### src/design/serial_frame_pkg.sv
// constants shared by the serial frame transmitter and its bit clock
// assumes a 32-bit apb master and a 200 MHz ref_clk
package serial_frame_pkg;
	// register byte offsets
	localparam logic [7:0] OFS_DATA = 8'h00;
	localparam logic [7:0] OFS_STATUS = 8'h04;
	localparam logic [7:0] OFS_CTRL_B = 8'h08;
	localparam logic [7:0] OFS_CTRL_C = 8'h0c;
	localparam logic [7:0] OFS_BAUD = 8'h10;
	// status fields
	localparam int ST_DOUBLE = 1;
	localparam int ST_FRAME_ERR = 4;
	localparam int ST_BUF_EMPTY = 5;
	localparam int ST_TX_DONE = 6;
	localparam int ST_RX_DONE = 7;
	// ctrl_status_b fields
	localparam int CB_TX_NINTH = 0;
	localparam int CB_RX_NINTH = 1;
	localparam int CB_SIZE_HI = 2;
	localparam int CB_TX_EN = 3;
	localparam int CB_RX_EN = 4;
	// ctrl_status_c fields
	localparam int CC_SIZE_LO = 1;
	localparam int CC_STOP = 3;
	localparam int CC_PARITY = 4;
	localparam int CC_SYNC = 6;
	// reset values
	localparam logic [2:0] SIZE_RESET = 3'h3;
	localparam logic [1:0] PARITY_RESET = 2'h0;
	localparam logic [11:0] BAUD_RESET = 12'h000;
	// character size codes and parity modes
	localparam logic [2:0] SIZE_NINE = 3'h7;
	localparam logic [1:0] PARITY_EVEN = 2'h2;
	localparam logic [1:0] PARITY_ODD = 2'h3;
	// oversample ticks per bit
	localparam logic [4:0] OS_NORMAL = 5'h10;
	localparam logic [4:0] OS_DOUBLE = 5'h08;
	typedef enum logic [2:0] {
		TX_IDLE = 3'b000,
		TX_START = 3'b001,
		TX_DATA = 3'b010,
		TX_PARITY = 3'b011,
		TX_STOP1 = 3'b100,
		TX_STOP2 = 3'b101
	} tx_state_type;
endpackage

### src/design/serial_bit_clock.sv
// bit clock: baud down-counter, oversample tick, bit tick, sync clock edges
// assumes syncClockIn comes straight from a pin
`timescale 1ns/100ps
module serial_bit_clock import serial_frame_pkg::*; (
	// clock and reset
	input wire logic ref_clk,
	input wire logic reset,
	// configuration
	input wire logic [11:0] baudDiv,
	input wire logic baudLoad,
	input wire logic doubleSpeed,
	input wire logic syncMode,
	// external clock pin
	input wire logic syncClockIn,
	// ticks
	output logic osTick,
	output logic bitTick,
	output logic xckFall
);
	logic [11:0] baudCnt;
	logic [4:0] osCnt;
	logic xckMeta;
	logic xckSync;
	logic xckLast;
	logic [4:0] osPerBit;

	assign osPerBit = doubleSpeed ? OS_DOUBLE : OS_NORMAL;

	// reload on zero or on divisor write
	always_ff @(posedge ref_clk or posedge reset) begin
		if (reset) begin
			baudCnt <= BAUD_RESET;
			osTick <= 1'b0;
		end else begin
			osTick <= (baudCnt == 12'h000) && !baudLoad;
			if (baudLoad || baudCnt == 12'h000)
				baudCnt <= baudDiv;
			else
				baudCnt <= baudCnt - 12'h001;
		end
	end

	always_ff @(posedge ref_clk or posedge reset) begin
		if (reset) begin
			xckMeta <= 1'b0;
			xckSync <= 1'b0;
			xckLast <= 1'b0;
		end else begin
			xckMeta <= syncClockIn;
			xckSync <= xckMeta;
			xckLast <= xckSync;
		end
	end

	// rate from divisor and double speed, or from the external clock
	always_ff @(posedge ref_clk or posedge reset) begin
		if (reset) begin
			osCnt <= 5'h00;
			bitTick <= 1'b0;
			xckFall <= 1'b0;
		end else begin
			xckFall <= syncMode && xckLast && !xckSync;
			if (syncMode) begin
				bitTick <= xckSync && !xckLast;
				osCnt <= 5'h00;
			end else if (osTick) begin
				bitTick <= (osCnt >= osPerBit - 5'h01);
				osCnt <= (osCnt >= osPerBit - 5'h01) ? 5'h00 : osCnt + 5'h01;
			end else begin
				bitTick <= 1'b0;
			end
		end
	end
endmodule

### src/design/serial_frame_transmitter.sv
// serial frame transmitter with apb registers and a simple receive path
// assumes an apb master on ref_clk; rxd and the clock pin are asynchronous
//
// Summary of operation
// - all 30 formats: 5-9 data bits, none/even/odd parity, 1-2 stops
// - start bit first, then data bits least significant first
// - parity bit sits after last data bit, before first stop
// - after a frame, next frame follows at once or line idles high
// - one shared size, parity and stop setting for both directions
// - receiver ignores second stop; frame error only on low first stop
// - parity is xor of data bits, inverted for odd parity
// - transmitter enabled takes over the transmit pin
// - in sync mode the external clock pin clocks transmission
// - a data register write loads the buffer and starts sending
// - buffer moves to shifter when idle or right after last stop
// - shifter sends one frame at divisor/double-speed or pin rate
// - unused upper data bits are dropped for short characters
// - size code seven sends ninth bit from control register with byte
// - buffer-empty flag reads set whenever buffer can take data
// - receive-complete flag shows unread data in receive buffer
// - buffer-empty set when buffer empty, cleared by data write
// - tx-complete set when frame done, buffer empty; write one clears
// - disabling waits until shifter and buffer empty, then frees pin
`timescale 1ns/100ps
module serial_frame_transmitter import serial_frame_pkg::*; (
	// clock and reset
	input wire logic ref_clk,
	input wire logic reset,
	// apb slave
	input wire logic psel,
	input wire logic penable,
	input wire logic pwrite,
	input wire logic [7:0] paddr,
	input wire logic [31:0] pwdata,
	output logic [31:0] prdata,
	output logic pready,
	output logic pslverr,
	// serial pins
	output logic txdOut,
	output logic txdOe,
	input wire logic rxdIn,
	input wire logic syncClockIn
);
	logic [2:0] char_size_sel;
	logic [1:0] parity_mode_sel;
	logic stop_bits_sel, tx_enable_bit, rx_enable_bit, tx_ninth_bit;
	logic double_speed_bit, syncMode;
	logic [11:0] baudDiv;
	logic tx_complete_flag, rx_complete_flag, frame_error_flag;
	logic [8:0] bufData, frameData, rxShift, serial_data_reg;
	logic bufFull, txActive, parityBit, lastTick;
	logic [3:0] bitIdx, nData, rxNum, rxLast;
	tx_state_type state;
	logic osTick, bitTick, xckFall, rxdMeta, rxdSync;
	logic rxBusy, rxSample;
	logic [4:0] rxCnt, rxTarget;
	logic wrEn, rdEn, mapped;
	logic [8:0] sizeMask;

	assign wrEn = psel && penable && pready && pwrite;
	assign rdEn = psel && penable && !pready && !pwrite;
	assign mapped = paddr inside {OFS_DATA, OFS_STATUS, OFS_CTRL_B,
		OFS_CTRL_C, OFS_BAUD};

	// ------------------------------------------------------------
	// format decode
	// ------------------------------------------------------------
	always_comb begin
		unique case (char_size_sel)
		3'h0: nData = 4'd5;
		3'h1: nData = 4'd6;
		3'h2: nData = 4'd7;
		SIZE_NINE: nData = 4'd9;
		default: nData = 4'd8;
		endcase
	end
	assign sizeMask = 9'h1ff >> (4'd9 - nData);

	serial_bit_clock bitClock (
		.ref_clk(ref_clk),
		.reset(reset),
		.baudDiv(baudDiv),
		.baudLoad(wrEn && paddr == OFS_BAUD),
		.doubleSpeed(double_speed_bit),
		.syncMode(syncMode),
		.syncClockIn(syncClockIn),
		.osTick(osTick),
		.bitTick(bitTick),
		.xckFall(xckFall)
	);

	// ------------------------------------------------------------
	// apb slave, one wait state
	// ------------------------------------------------------------
	always_ff @(posedge ref_clk or posedge reset) begin
		if (reset) begin
			pready <= 1'b0;
			pslverr <= 1'b0;
			prdata <= 32'h0000_0000;
		end else begin
			pready <= psel && penable && !pready;
			pslverr <= psel && penable && !pready && !mapped;
			prdata <= 32'h0000_0000;
			if (rdEn) begin
				unique case (paddr)
				OFS_DATA: prdata[8:0] <= serial_data_reg;
				OFS_STATUS: prdata[7:0] <= {rx_complete_flag,
					tx_complete_flag, !bufFull, frame_error_flag,
					2'b00, double_speed_bit, 1'b0};
				OFS_CTRL_B: prdata[4:0] <= {rx_enable_bit,
					tx_enable_bit, char_size_sel[2],
					serial_data_reg[8], tx_ninth_bit};
				OFS_CTRL_C: prdata[6:0] <= {syncMode,
					parity_mode_sel, stop_bits_sel,
					char_size_sel[1:0], 1'b0};
				OFS_BAUD: prdata[11:0] <= baudDiv;
				default: prdata <= 32'h0000_0000;
				endcase
			end
		end
	end

	always_ff @(posedge ref_clk or posedge reset) begin
		if (reset) begin
			char_size_sel <= SIZE_RESET;
			parity_mode_sel <= PARITY_RESET;
			stop_bits_sel <= 1'b0;
			tx_enable_bit <= 1'b0;
			rx_enable_bit <= 1'b0;
			tx_ninth_bit <= 1'b0;
			double_speed_bit <= 1'b0;
			syncMode <= 1'b0;
			baudDiv <= BAUD_RESET;
		end else if (wrEn) begin
			if (paddr == OFS_STATUS)
				double_speed_bit <= pwdata[ST_DOUBLE];
			if (paddr == OFS_CTRL_B) begin
				rx_enable_bit <= pwdata[CB_RX_EN];
				tx_enable_bit <= pwdata[CB_TX_EN];
				char_size_sel[2] <= pwdata[CB_SIZE_HI];
				tx_ninth_bit <= pwdata[CB_TX_NINTH];
			end
			if (paddr == OFS_CTRL_C) begin
				syncMode <= pwdata[CC_SYNC];
				parity_mode_sel <= pwdata[CC_PARITY+:2];
				stop_bits_sel <= pwdata[CC_STOP];
				char_size_sel[1:0] <= pwdata[CC_SIZE_LO+:2];
			end
			if (paddr == OFS_BAUD)
				baudDiv <= pwdata[11:0];
		end
	end

	// ------------------------------------------------------------
	// transmit buffer and flags
	// ------------------------------------------------------------
	assign lastTick = bitTick && ((state == TX_STOP1 && !stop_bits_sel) ||
		state == TX_STOP2);

	always_ff @(posedge ref_clk or posedge reset) begin
		if (reset) begin
			bufFull <= 1'b0;
			bufData <= 9'h000;
		end else if (wrEn && paddr == OFS_DATA) begin
			bufFull <= 1'b1;
			bufData <= {tx_ninth_bit, pwdata[7:0]} & sizeMask;
		end else if (txActive && bitTick &&
			(state == TX_IDLE || lastTick)) begin
			bufFull <= 1'b0;
		end
	end

	always_ff @(posedge ref_clk or posedge reset) begin
		if (reset)
			tx_complete_flag <= 1'b0;
		else if (lastTick && !bufFull)
			tx_complete_flag <= 1'b1;
		else if (wrEn && paddr == OFS_STATUS && pwdata[ST_TX_DONE])
			tx_complete_flag <= 1'b0;
	end

	// disable waits for an empty shifter and buffer
	always_ff @(posedge ref_clk or posedge reset) begin
		if (reset)
			txActive <= 1'b0;
		else if (tx_enable_bit)
			txActive <= 1'b1;
		else if (state == TX_IDLE && !bufFull)
			txActive <= 1'b0;
	end

	// ------------------------------------------------------------
	// frame sequencer
	// ------------------------------------------------------------
	always_ff @(posedge ref_clk or posedge reset) begin
		if (reset) begin
			state <= TX_IDLE;
			frameData <= 9'h000;
			parityBit <= 1'b0;
			bitIdx <= 4'h0;
		end else if (bitTick && txActive && bufFull &&
			(state == TX_IDLE || lastTick)) begin
			state <= TX_START;
			frameData <= bufData;
			parityBit <= ^bufData ^ (parity_mode_sel == PARITY_ODD);
			bitIdx <= 4'h0;
		end else if (bitTick) begin
			unique case (state)
			TX_IDLE: state <= TX_IDLE;
			TX_START: state <= TX_DATA;
			TX_DATA: begin
				bitIdx <= bitIdx + 4'h1;
				if (bitIdx == nData - 4'h1)
					state <= parity_mode_sel[1] ? TX_PARITY : TX_STOP1;
			end
			TX_PARITY: state <= TX_STOP1;
			TX_STOP1: state <= stop_bits_sel ? TX_STOP2 : TX_IDLE;
			TX_STOP2: state <= TX_IDLE;
			default: state <= TX_IDLE;
			endcase
		end
	end

	always_ff @(posedge ref_clk or posedge reset) begin
		if (reset) begin
			txdOut <= 1'b1;
			txdOe <= 1'b0;
		end else begin
			txdOe <= txActive;
			unique case (state)
			TX_START: txdOut <= 1'b0;
			TX_DATA: txdOut <= frameData[bitIdx];
			TX_PARITY: txdOut <= parityBit;
			default: txdOut <= 1'b1;
			endcase
		end
	end

	// ------------------------------------------------------------
	// receive path
	// ------------------------------------------------------------
	always_ff @(posedge ref_clk or posedge reset) begin
		if (reset) begin
			rxdMeta <= 1'b1;
			rxdSync <= 1'b1;
		end else begin
			rxdMeta <= rxdIn;
			rxdSync <= rxdMeta;
		end
	end

	assign rxTarget = (rxNum == 4'h0) ?
		((double_speed_bit ? OS_DOUBLE : OS_NORMAL) >> 1) - 5'h01 :
		(double_speed_bit ? OS_DOUBLE : OS_NORMAL) - 5'h01;
	assign rxSample = rxBusy && (syncMode ? xckFall :
		(osTick && rxCnt == rxTarget));
	assign rxLast = nData + {3'b000, parity_mode_sel[1]} + 4'h1;

	always_ff @(posedge ref_clk or posedge reset) begin
		if (reset) begin
			rxBusy <= 1'b0;
			rxNum <= 4'h0;
			rxCnt <= 5'h00;
			rxShift <= 9'h000;
		end else if (!rx_enable_bit) begin
			rxBusy <= 1'b0;
		end else if (!rxBusy) begin
			rxBusy <= !rxdSync && (syncMode ? xckFall : osTick);
			rxNum <= 4'h0;
			rxCnt <= 5'h00;
			rxShift <= 9'h000;
		end else if (rxSample) begin
			rxCnt <= 5'h00;
			rxNum <= rxNum + 4'h1;
			if ((rxNum == 4'h0 && rxdSync) || rxNum == rxLast)
				rxBusy <= 1'b0;
			if (rxNum != 4'h0 && rxNum <= nData)
				rxShift[rxNum - 4'h1] <= rxdSync;
		end else if (osTick) begin
			rxCnt <= rxCnt + 5'h01;
		end
	end

	// first stop bit decides frame error; a second one is never sampled
	always_ff @(posedge ref_clk or posedge reset) begin
		if (reset) begin
			rx_complete_flag <= 1'b0;
			frame_error_flag <= 1'b0;
			serial_data_reg <= 9'h000;
		end else if (!rx_enable_bit) begin
			rx_complete_flag <= 1'b0;
		end else if (rxSample && rxNum == rxLast) begin
			rx_complete_flag <= 1'b1;
			frame_error_flag <= !rxdSync;
			serial_data_reg <= rxShift & sizeMask;
		end else if (rdEn && paddr == OFS_DATA) begin
			rx_complete_flag <= 1'b0;
		end
	end
endmodule

### config.mk
export PLATFORM = sky130hd
export DESIGN_NAME = serial_frame_transmitter
export DESIGN_NICKNAME = d
export VERILOG_FILES = /design/src/design/serial_frame_pkg.sv /design/src/design/serial_bit_clock.sv /design/src/design/serial_frame_transmitter.sv
export SDC_FILE = /design/constraint.sdc
export NUM_CORES = 1
export LEC_CHECK = 0
export BUFFER_PORTS_ARGS = -buffer_cell sky130_fd_sc_hd__buf_2
export CORE_AREA = 2 2 106 108
export CTS_CLUSTER_SIZE = 16
export DETAILED_ROUTE_END_ITERATION = 8
export DIE_AREA = 0 0 108 110
export GPL_TIMING_DRIVEN = 0
export HOLD_SLACK_MARGIN = 0.12
export PLACE_DENSITY = 0.83
export SLEW_MARGIN = 40
export SYNTH_ARGS = -nofsm -noshare
export SYNTH_HDL_FRONTEND = slang
export SYNTH_SLANG_ARGS = --single-unit
### constraint.sdc
create_clock -name ref_clk -period 12.6 [get_ports ref_clk]
set_clock_uncertainty 0.2 [all_clocks]
set_input_delay 2.52 -clock ref_clk [delete_from_list [all_inputs] [get_ports ref_clk]]
set_output_delay 2.52 -clock ref_clk [all_outputs]
set_load 0.1 [all_outputs]
==> flow_metrics.py, run 1 <==
metrics = {
    "setup_path": {
        "worstSetupStartpoint": "paddr[1]",
        "crit_path_end": "syncMode",
        "start_kind": "primary input",
        "worstPathRequired_ns": 12.81,
        "worstPathArrival_ns": 4.65,
        "rrSetupSlack_ns": 8.92,
        "worst-path-max-fanout": 7,
        "regToRegEndpoint": "serial_data_reg[2]",
        "worstSetupPathType": "in -> reg",
        "ff2ff_path_depth": 13,
        "cp-end-kind": "flop",
        "r2r_start": "char_size_sel[1]",
    },
    "layout": {
        "layout_commonest_cell": "dfrtp_1",
        "reg.largest.list": "baudDiv: 12 flops, bitClock.baudCnt: 12 flops, prdata: 12 flops",
        "n_fill_cell": 773,
        "syn2layout_area_growth_pct": 17.6,
        "drive_above_1_share_pct": 20.3,
        "finalInstanceArea_sq_mm": 0.00761,
        "ff_latch_area_sq_mm": 0.00308,
        "multi_input_area_sq_mm": 0.00309,
        "finalNetCount": 815,
        "diodes": 0,
        "mostFrequentLayoutCells": "dfrtp_1, nand2_1, o21ai_0",
        "postLayoutCoreUtil_pct": 71.2,
    },
    "place": {
        "hpwlAfterDp_microns": 11000,
        "place_area_sq_mm": 0.00697,
        "place.gp.congestion": 0.893,
        "pre_cts_ws_ns": 7.68,
        "port_buffers": 42,
    },
    "logic_synthesis": {
        "synthFlopType": "dfrtp_1",
        "synth_area_sq_mm": 0.00647,
        "ys_warn_count": 0,
        "postSynthCellCount": 664,
        "syn_avg_cell_area_sq_um": 9.75,
        "yosysSeqAreaShare_pct": 47.6,
        "ys_ff_latch": 123,
        "synth_cell_types": 69,
        "synth-async-reset-ratio_pct": 100,
        "synth-edff-count": 0,
    },
    "die": {
        "fp.dieW_microns": 108,
        "die-area_sq_mm": 0.0119,
        "io_pins": 83,
        "start_util_pct": 60.5,
        "fp-row-count": 38,
        "core_area_sq_mm": 0.0107,
        "die_h_microns": 110,
    },
    "detailed_routing": {
        "drt_iter0_drc": 464,
        "routed_via_density": 5.85,
        "wirelength_microns": 15300,
        "drc": 0,
        "vias": 5255,
        "antenna_left": 0,
        "dr.pass1.iters": 8,
        "wl_per_cell_microns": 17.1,
    },
    "clock_tree": {
        "cts_buffer_depth": 2,
        "tritoncts": "done",
        "cts_root_buffer": "clkbuf_8",
        "numCtsBuffers": 17,
        "cts_max_level": 4,
        "insertion_delay_ns": 0.53,
        "hold_buffers": 0,
        "post_cts_resized": 0,
        "cts_setup_buffers": 0,
        "cts.sinks": 123,
        "clk_pin_slew_ns": 0.06,
    },
    "sta": {
        "slew_violations": 0,
        "tns_ns": 0,
        "min_period_over_period_pct": 35.2,
        "fmax_ghz": 0.226,
        "fin_crit_ns": 4.43,
        "setup_ws_ns": 8.17,
        "tightest_slew_ns": 0.668,
        "setup_viol": 0,
        "max-slew-margin-rel_pct": 55.1,
        "hold_viol_final": 0,
        "rsz0062_at_grt": "false",
    },
    "min_path": {
        "holdCritPathClass": "reg -> reg",
        "min_from": "rxdMeta",
    },
    "global_route": {
        "grt_overflow": 0,
        "grt_first_pass_wirelength_microns": 25300,
        "gr-usage-all-layers_pct": 27.9,
        "antenna_found_initial": 0,
        "grt_max_degree": 64,
        "grt_pass1_vias": 5120,
    },
    "flow_run": {
        "maxCapViolations": 0,
    },
    "status": {
        "status": "completed",
    },
    "power": {
        "power_density_mw_per_mm2": 137,
        "p_leak_uw": 0.00359,
        "peakVddDrop_v": 0.000156,
    },
}
## worst max-delay path: stages
cell and delay, ns:
buf_2 0.10, or4_1 0.59, nor3_2 0.31, nand2_1 0.19
nor2_1 0.53, mux2_2 0.40
## worst min-delay path by stage
stage / end / slack [ns] / depth (start not counted)
final: rxdSync / 0.16 / 0
after global routing: rxdSync / 0.16 / 0
after CTS: rxdSync / 0.16 / 0
after detailed placement: bitClock.xckSync / 0.15 / 0
after global placement: bitClock.xckSync / 0.14 / 0
after floorplan: bitClock.xckSync / 0.13 / 0
## synth_stat cells, drive strengths merged, types with 12 or more instances
master / n / area, sq um
o21ai: 59 / 295
xnor2: 19 / 166
xor2: 12 / 105
a21oi: 21 / 105
nand3: 16 / 80.1
mux2: 22 / 248
buf: 30 / 221
inv: 21 / 78.8
dfrtp: 118 / 2950
clkbuf: 17 / 63.8
nor2: 46 / 173
ha: 23 / 288
nor3: 12 / 70.1
nand2: 116 / 443
## metal layers
metal / GRT usage, % / part of all wire [%] / vias to the layer above
met2: 44.2 / 48 / 227
li1: - / - / 2451
met1: 36.6 / 41 / 2530
met4: 12.3 / 3.3 / 0
met5: 0 / 0 / -
met3: 7.11 / 7.3 / 47
## cell type report
class	count	area share (%)
plain buffers	47	3.75
clock buffers	20	5.98
clock inverters	12	2.53
inverters	22	1.18
multi-input cells	491	40.6
flip-flops and latches	123	40.5
well taps	140	2.30
repair buffers	43	3.12
## stage by stage
step                      power, uW  hold WS, ns  std cells
after floorplan                 498        0.131        683
after detailed placement        519        0.147        866
after global placement          514        0.138        865
after global routing           1080        0.156        898
final                          1040        0.155        898
after CTS                      1050        0.156        898
## cells by family after synthesis
| kind of cell | synth area share [%] |
|---|---|
| AND/OR/NAND/NOR | 19.1 |
| AO/OA/AOI/OAI | 13.3 |
| flip-flops | 47.6 |
| buffers and inverters | 5.68 |
| XOR/XNOR | 4.19 |
| multiplexers | 5.60 |
| adder cells (fa/ha/maj) | 4.44 |
| other | 0.0579 |
## where the power goes
part / switching, uW / internal (uW)
Combinational: 65.0 / 26.2
Clock: 172 / 355
Sequential: 13.7 / 409
Total: 250 / 791
No activity file was read; power rests on OpenSTA's default activity.
==> run 2, diff against run 1 <==
--- a/config.mk
+++ b/config.mk
@@ -6,13 +6,13 @@
 export NUM_CORES = 1
 export LEC_CHECK = 0
 export BUFFER_PORTS_ARGS = -buffer_cell sky130_fd_sc_hd__buf_2
-export CORE_AREA = 2 2 106 108
+export CORE_AREA = 2 2 109 111
 export CTS_CLUSTER_SIZE = 16
 export DETAILED_ROUTE_END_ITERATION = 8
-export DIE_AREA = 0 0 108 110
+export DIE_AREA = 0 0 111 113
 export GPL_TIMING_DRIVEN = 0
 export HOLD_SLACK_MARGIN = 0.12
-export PLACE_DENSITY = 0.83
+export PLACE_DENSITY = 0.79
 export SLEW_MARGIN = 40
 export SYNTH_ARGS = -nofsm -noshare
 export SYNTH_HDL_FRONTEND = slang
==> constraint.sdc (replaced) <==
create_clock -name ref_clk -period 4.3 [get_ports ref_clk]
set_clock_uncertainty 0.2 [all_clocks]
set_input_delay 0.86 -clock ref_clk [delete_from_list [all_inputs] [get_ports ref_clk]]
set_output_delay 0.86 -clock ref_clk [all_outputs]
set_load 0.1 [all_outputs]
==> flow_metrics.py, run 2 (same netlist as run 1, synthesis figures left out) <==
metrics = {
    "min_path": {
        "min_from": "bitClock.xckMeta",
        "holdCritPathClass": "reg -> reg",
    },
    "detailed_routing": {
        "drt_iter0_drc": 351,
        "antenna_left": 0,
        "routed_via_density": 5.77,
        "drc": 0,
        "wl_per_cell_microns": 16.9,
        "dr.pass1.iters": 5,
        "vias": 5226,
        "wirelength_microns": 15300,
    },
    "global_route": {
        "grt_max_degree": 26,
        "antenna_found_initial": 0,
        "grt_pass1_vias": 5105,
        "gr-usage-all-layers_pct": 25.8,
        "grt_first_pass_wirelength_microns": 25600,
        "grt_overflow": 0,
    },
    "setup_path": {
        "worstSetupPathType": "reg -> reg",
        "rrSetupSlack_ns": 0.62,
        "ff2ff_path_depth": 13,
        "worst-path-max-fanout": 10,
        "regToRegEndpoint": "serial_data_reg[2]",
        "r2r_start": "char_size_sel[0]",
        "crit_path_end": "serial_data_reg[2]",
        "worstPathRequired_ns": 4.38,
        "worstPathArrival_ns": 3.77,
        "start_kind": "flop",
        "cp-end-kind": "flop",
        "worstSetupStartpoint": "char_size_sel[0]",
    },
    "place": {
        "port_buffers": 42,
        "pre_cts_ws_ns": 0.685,
        "place_inst": 873,
        "hpwlAfterDp_microns": 11500,
        "place.gp.congestion": 0.870,
    },
    "layout": {
        "postLayoutCoreUtil_pct": 68.2,
        "stdcell_count": 905,
        "diodes": 0,
        "layout_commonest_cell": "dfrtp_1",
        "drive_above_1_share_pct": 20.6,
        "finalNetCount": 819,
        "reg.largest.list": "baudDiv: 12 flops, bitClock.baudCnt: 12 flops, prdata: 12 flops",
        "syn2layout_area_growth_pct": 18.7,
        "mostFrequentLayoutCells": "dfrtp_1, nand2_1, o21ai_0",
    },
    "die": {
        "die-area_sq_mm": 0.0125,
        "io_pins": 83,
        "fp-row-count": 39,
        "core_area_sq_mm": 0.0113,
        "start_util_pct": 57.4,
        "fp.dieW_microns": 111,
        "die_h_microns": 113,
    },
    "sta": {
        "fmax_ghz": 0.272,
        "setup_ws_ns": 0.617,
        "fin_crit_ns": 3.68,
        "slew_violations": 0,
        "hold_viol_final": 0,
        "rsz0062_at_grt": "false",
        "max-slew-margin-rel_pct": 57.6,
        "setup_viol": 0,
        "tightest_slew_ns": 0.631,
        "min_period_over_period_pct": 85.6,
        "tns_ns": 0,
    },
    "clock_tree": {
        "hold_buffers": 0,
        "numCtsBuffers": 17,
        "cts_setup_buffers": 0,
        "insertion_delay_ns": 0.42,
        "clk_pin_slew_ns": 0.06,
        "tritoncts": "done",
        "cts_root_buffer": "clkbuf_16",
        "cts_max_level": 4,
        "post_cts_resized": 0,
        "cts_buffer_depth": 2,
        "cts.sinks": 123,
    },
    "status": {
        "status": "completed",
    },
    "power": {
        "peakVddDrop_v": 0.000400,
        "power_density_mw_per_mm2": 391,
        "p_leak_uw": 0.00361,
        "p_total_uw": 3000,
    },
    "flow_run": {
        "maxCapViolations": 0,
    },
}
[run 2: cell types whose count changed in the layout (fill, tap and decap cells not counted)]
cell        change
clkbuf_1        +1
inv_8           -1
clkbuf_16       +1
clkinv_4        +1
clkinv_2        -2
buf_16          +2
buf_12          +2
clkinvlp_4      +2
bufinv_16       -2
[run 2: power breakdown]
| group | internal [uW] | switching, uW |
|---|---|---|
| logic | 85.3 | 191 |
| clock network | 971 | 517 |
| registers | 1200 | 37.9 |
[run 2: worst min path at each step]
| stage | endpoint | slack [ns] | cells after the start |
|---|---|---|---|
| floorplan | bitClock.xckSync | 0.13 | 0 |
| global placement | bitClock.xckSync | 0.14 | 0 |
| detailed placement | bitClock.xckSync | 0.14 | 0 |
| CTS | bitClock.xckSync | 0.15 | 0 |
| global route | bitClock.xckSync | 0.16 | 0 |
| finish | bitClock.xckSync | 0.15 | 0 |
[run 2: routing by layer]
layer | wire length [microns] | track usage (%) | vias to the layer above
met1 | 6630 | 33.8 | 2532
met3 | 900 | 7.12 | 35
met5 | 0 | 0 | -
li1 | - | - | 2460
met4 | 310 | 8.67 | 0
met2 | 7460 | 42.1 | 199
[run 2: cell type report]
type	instances	area, sq um
flip-flops and latches	123	3080
well taps	143	179
inverters	22	86.3
repair buffers	47	333
plain buffers	47	285
clock inverters	10	139
clock buffers	22	484
fillers	841	3590
multi-input cells	491	3090
[run 2: stage by stage]
| stage | cell area, sq um | hold WS [ns] |
|---|---|---|
| after floorplan | 6550 | 0.131 |
| after global placement | 6940 | 0.135 |
| after detailed placement | 7060 | 0.140 |
| after CTS | 7680 | 0.148 |
| after global routing | 7680 | 0.159 |
| final | 7680 | 0.147 |
[run 2: critical path, stage by stage, from the launching register on]
cell and delay, ns:
dfstp_2 0.51, clkbuf_1 0.32, nand3_1 0.28, o21ai_1 0.41, inv_1 0.15, ha_1 0.23
inv_1 0.06, ha_1 0.23, xor2_1 0.14, nor3_1 0.25, nand4_1 0.23, clkbuf_1 0.29
nand2_1 0.14, o21ai_0 0.09
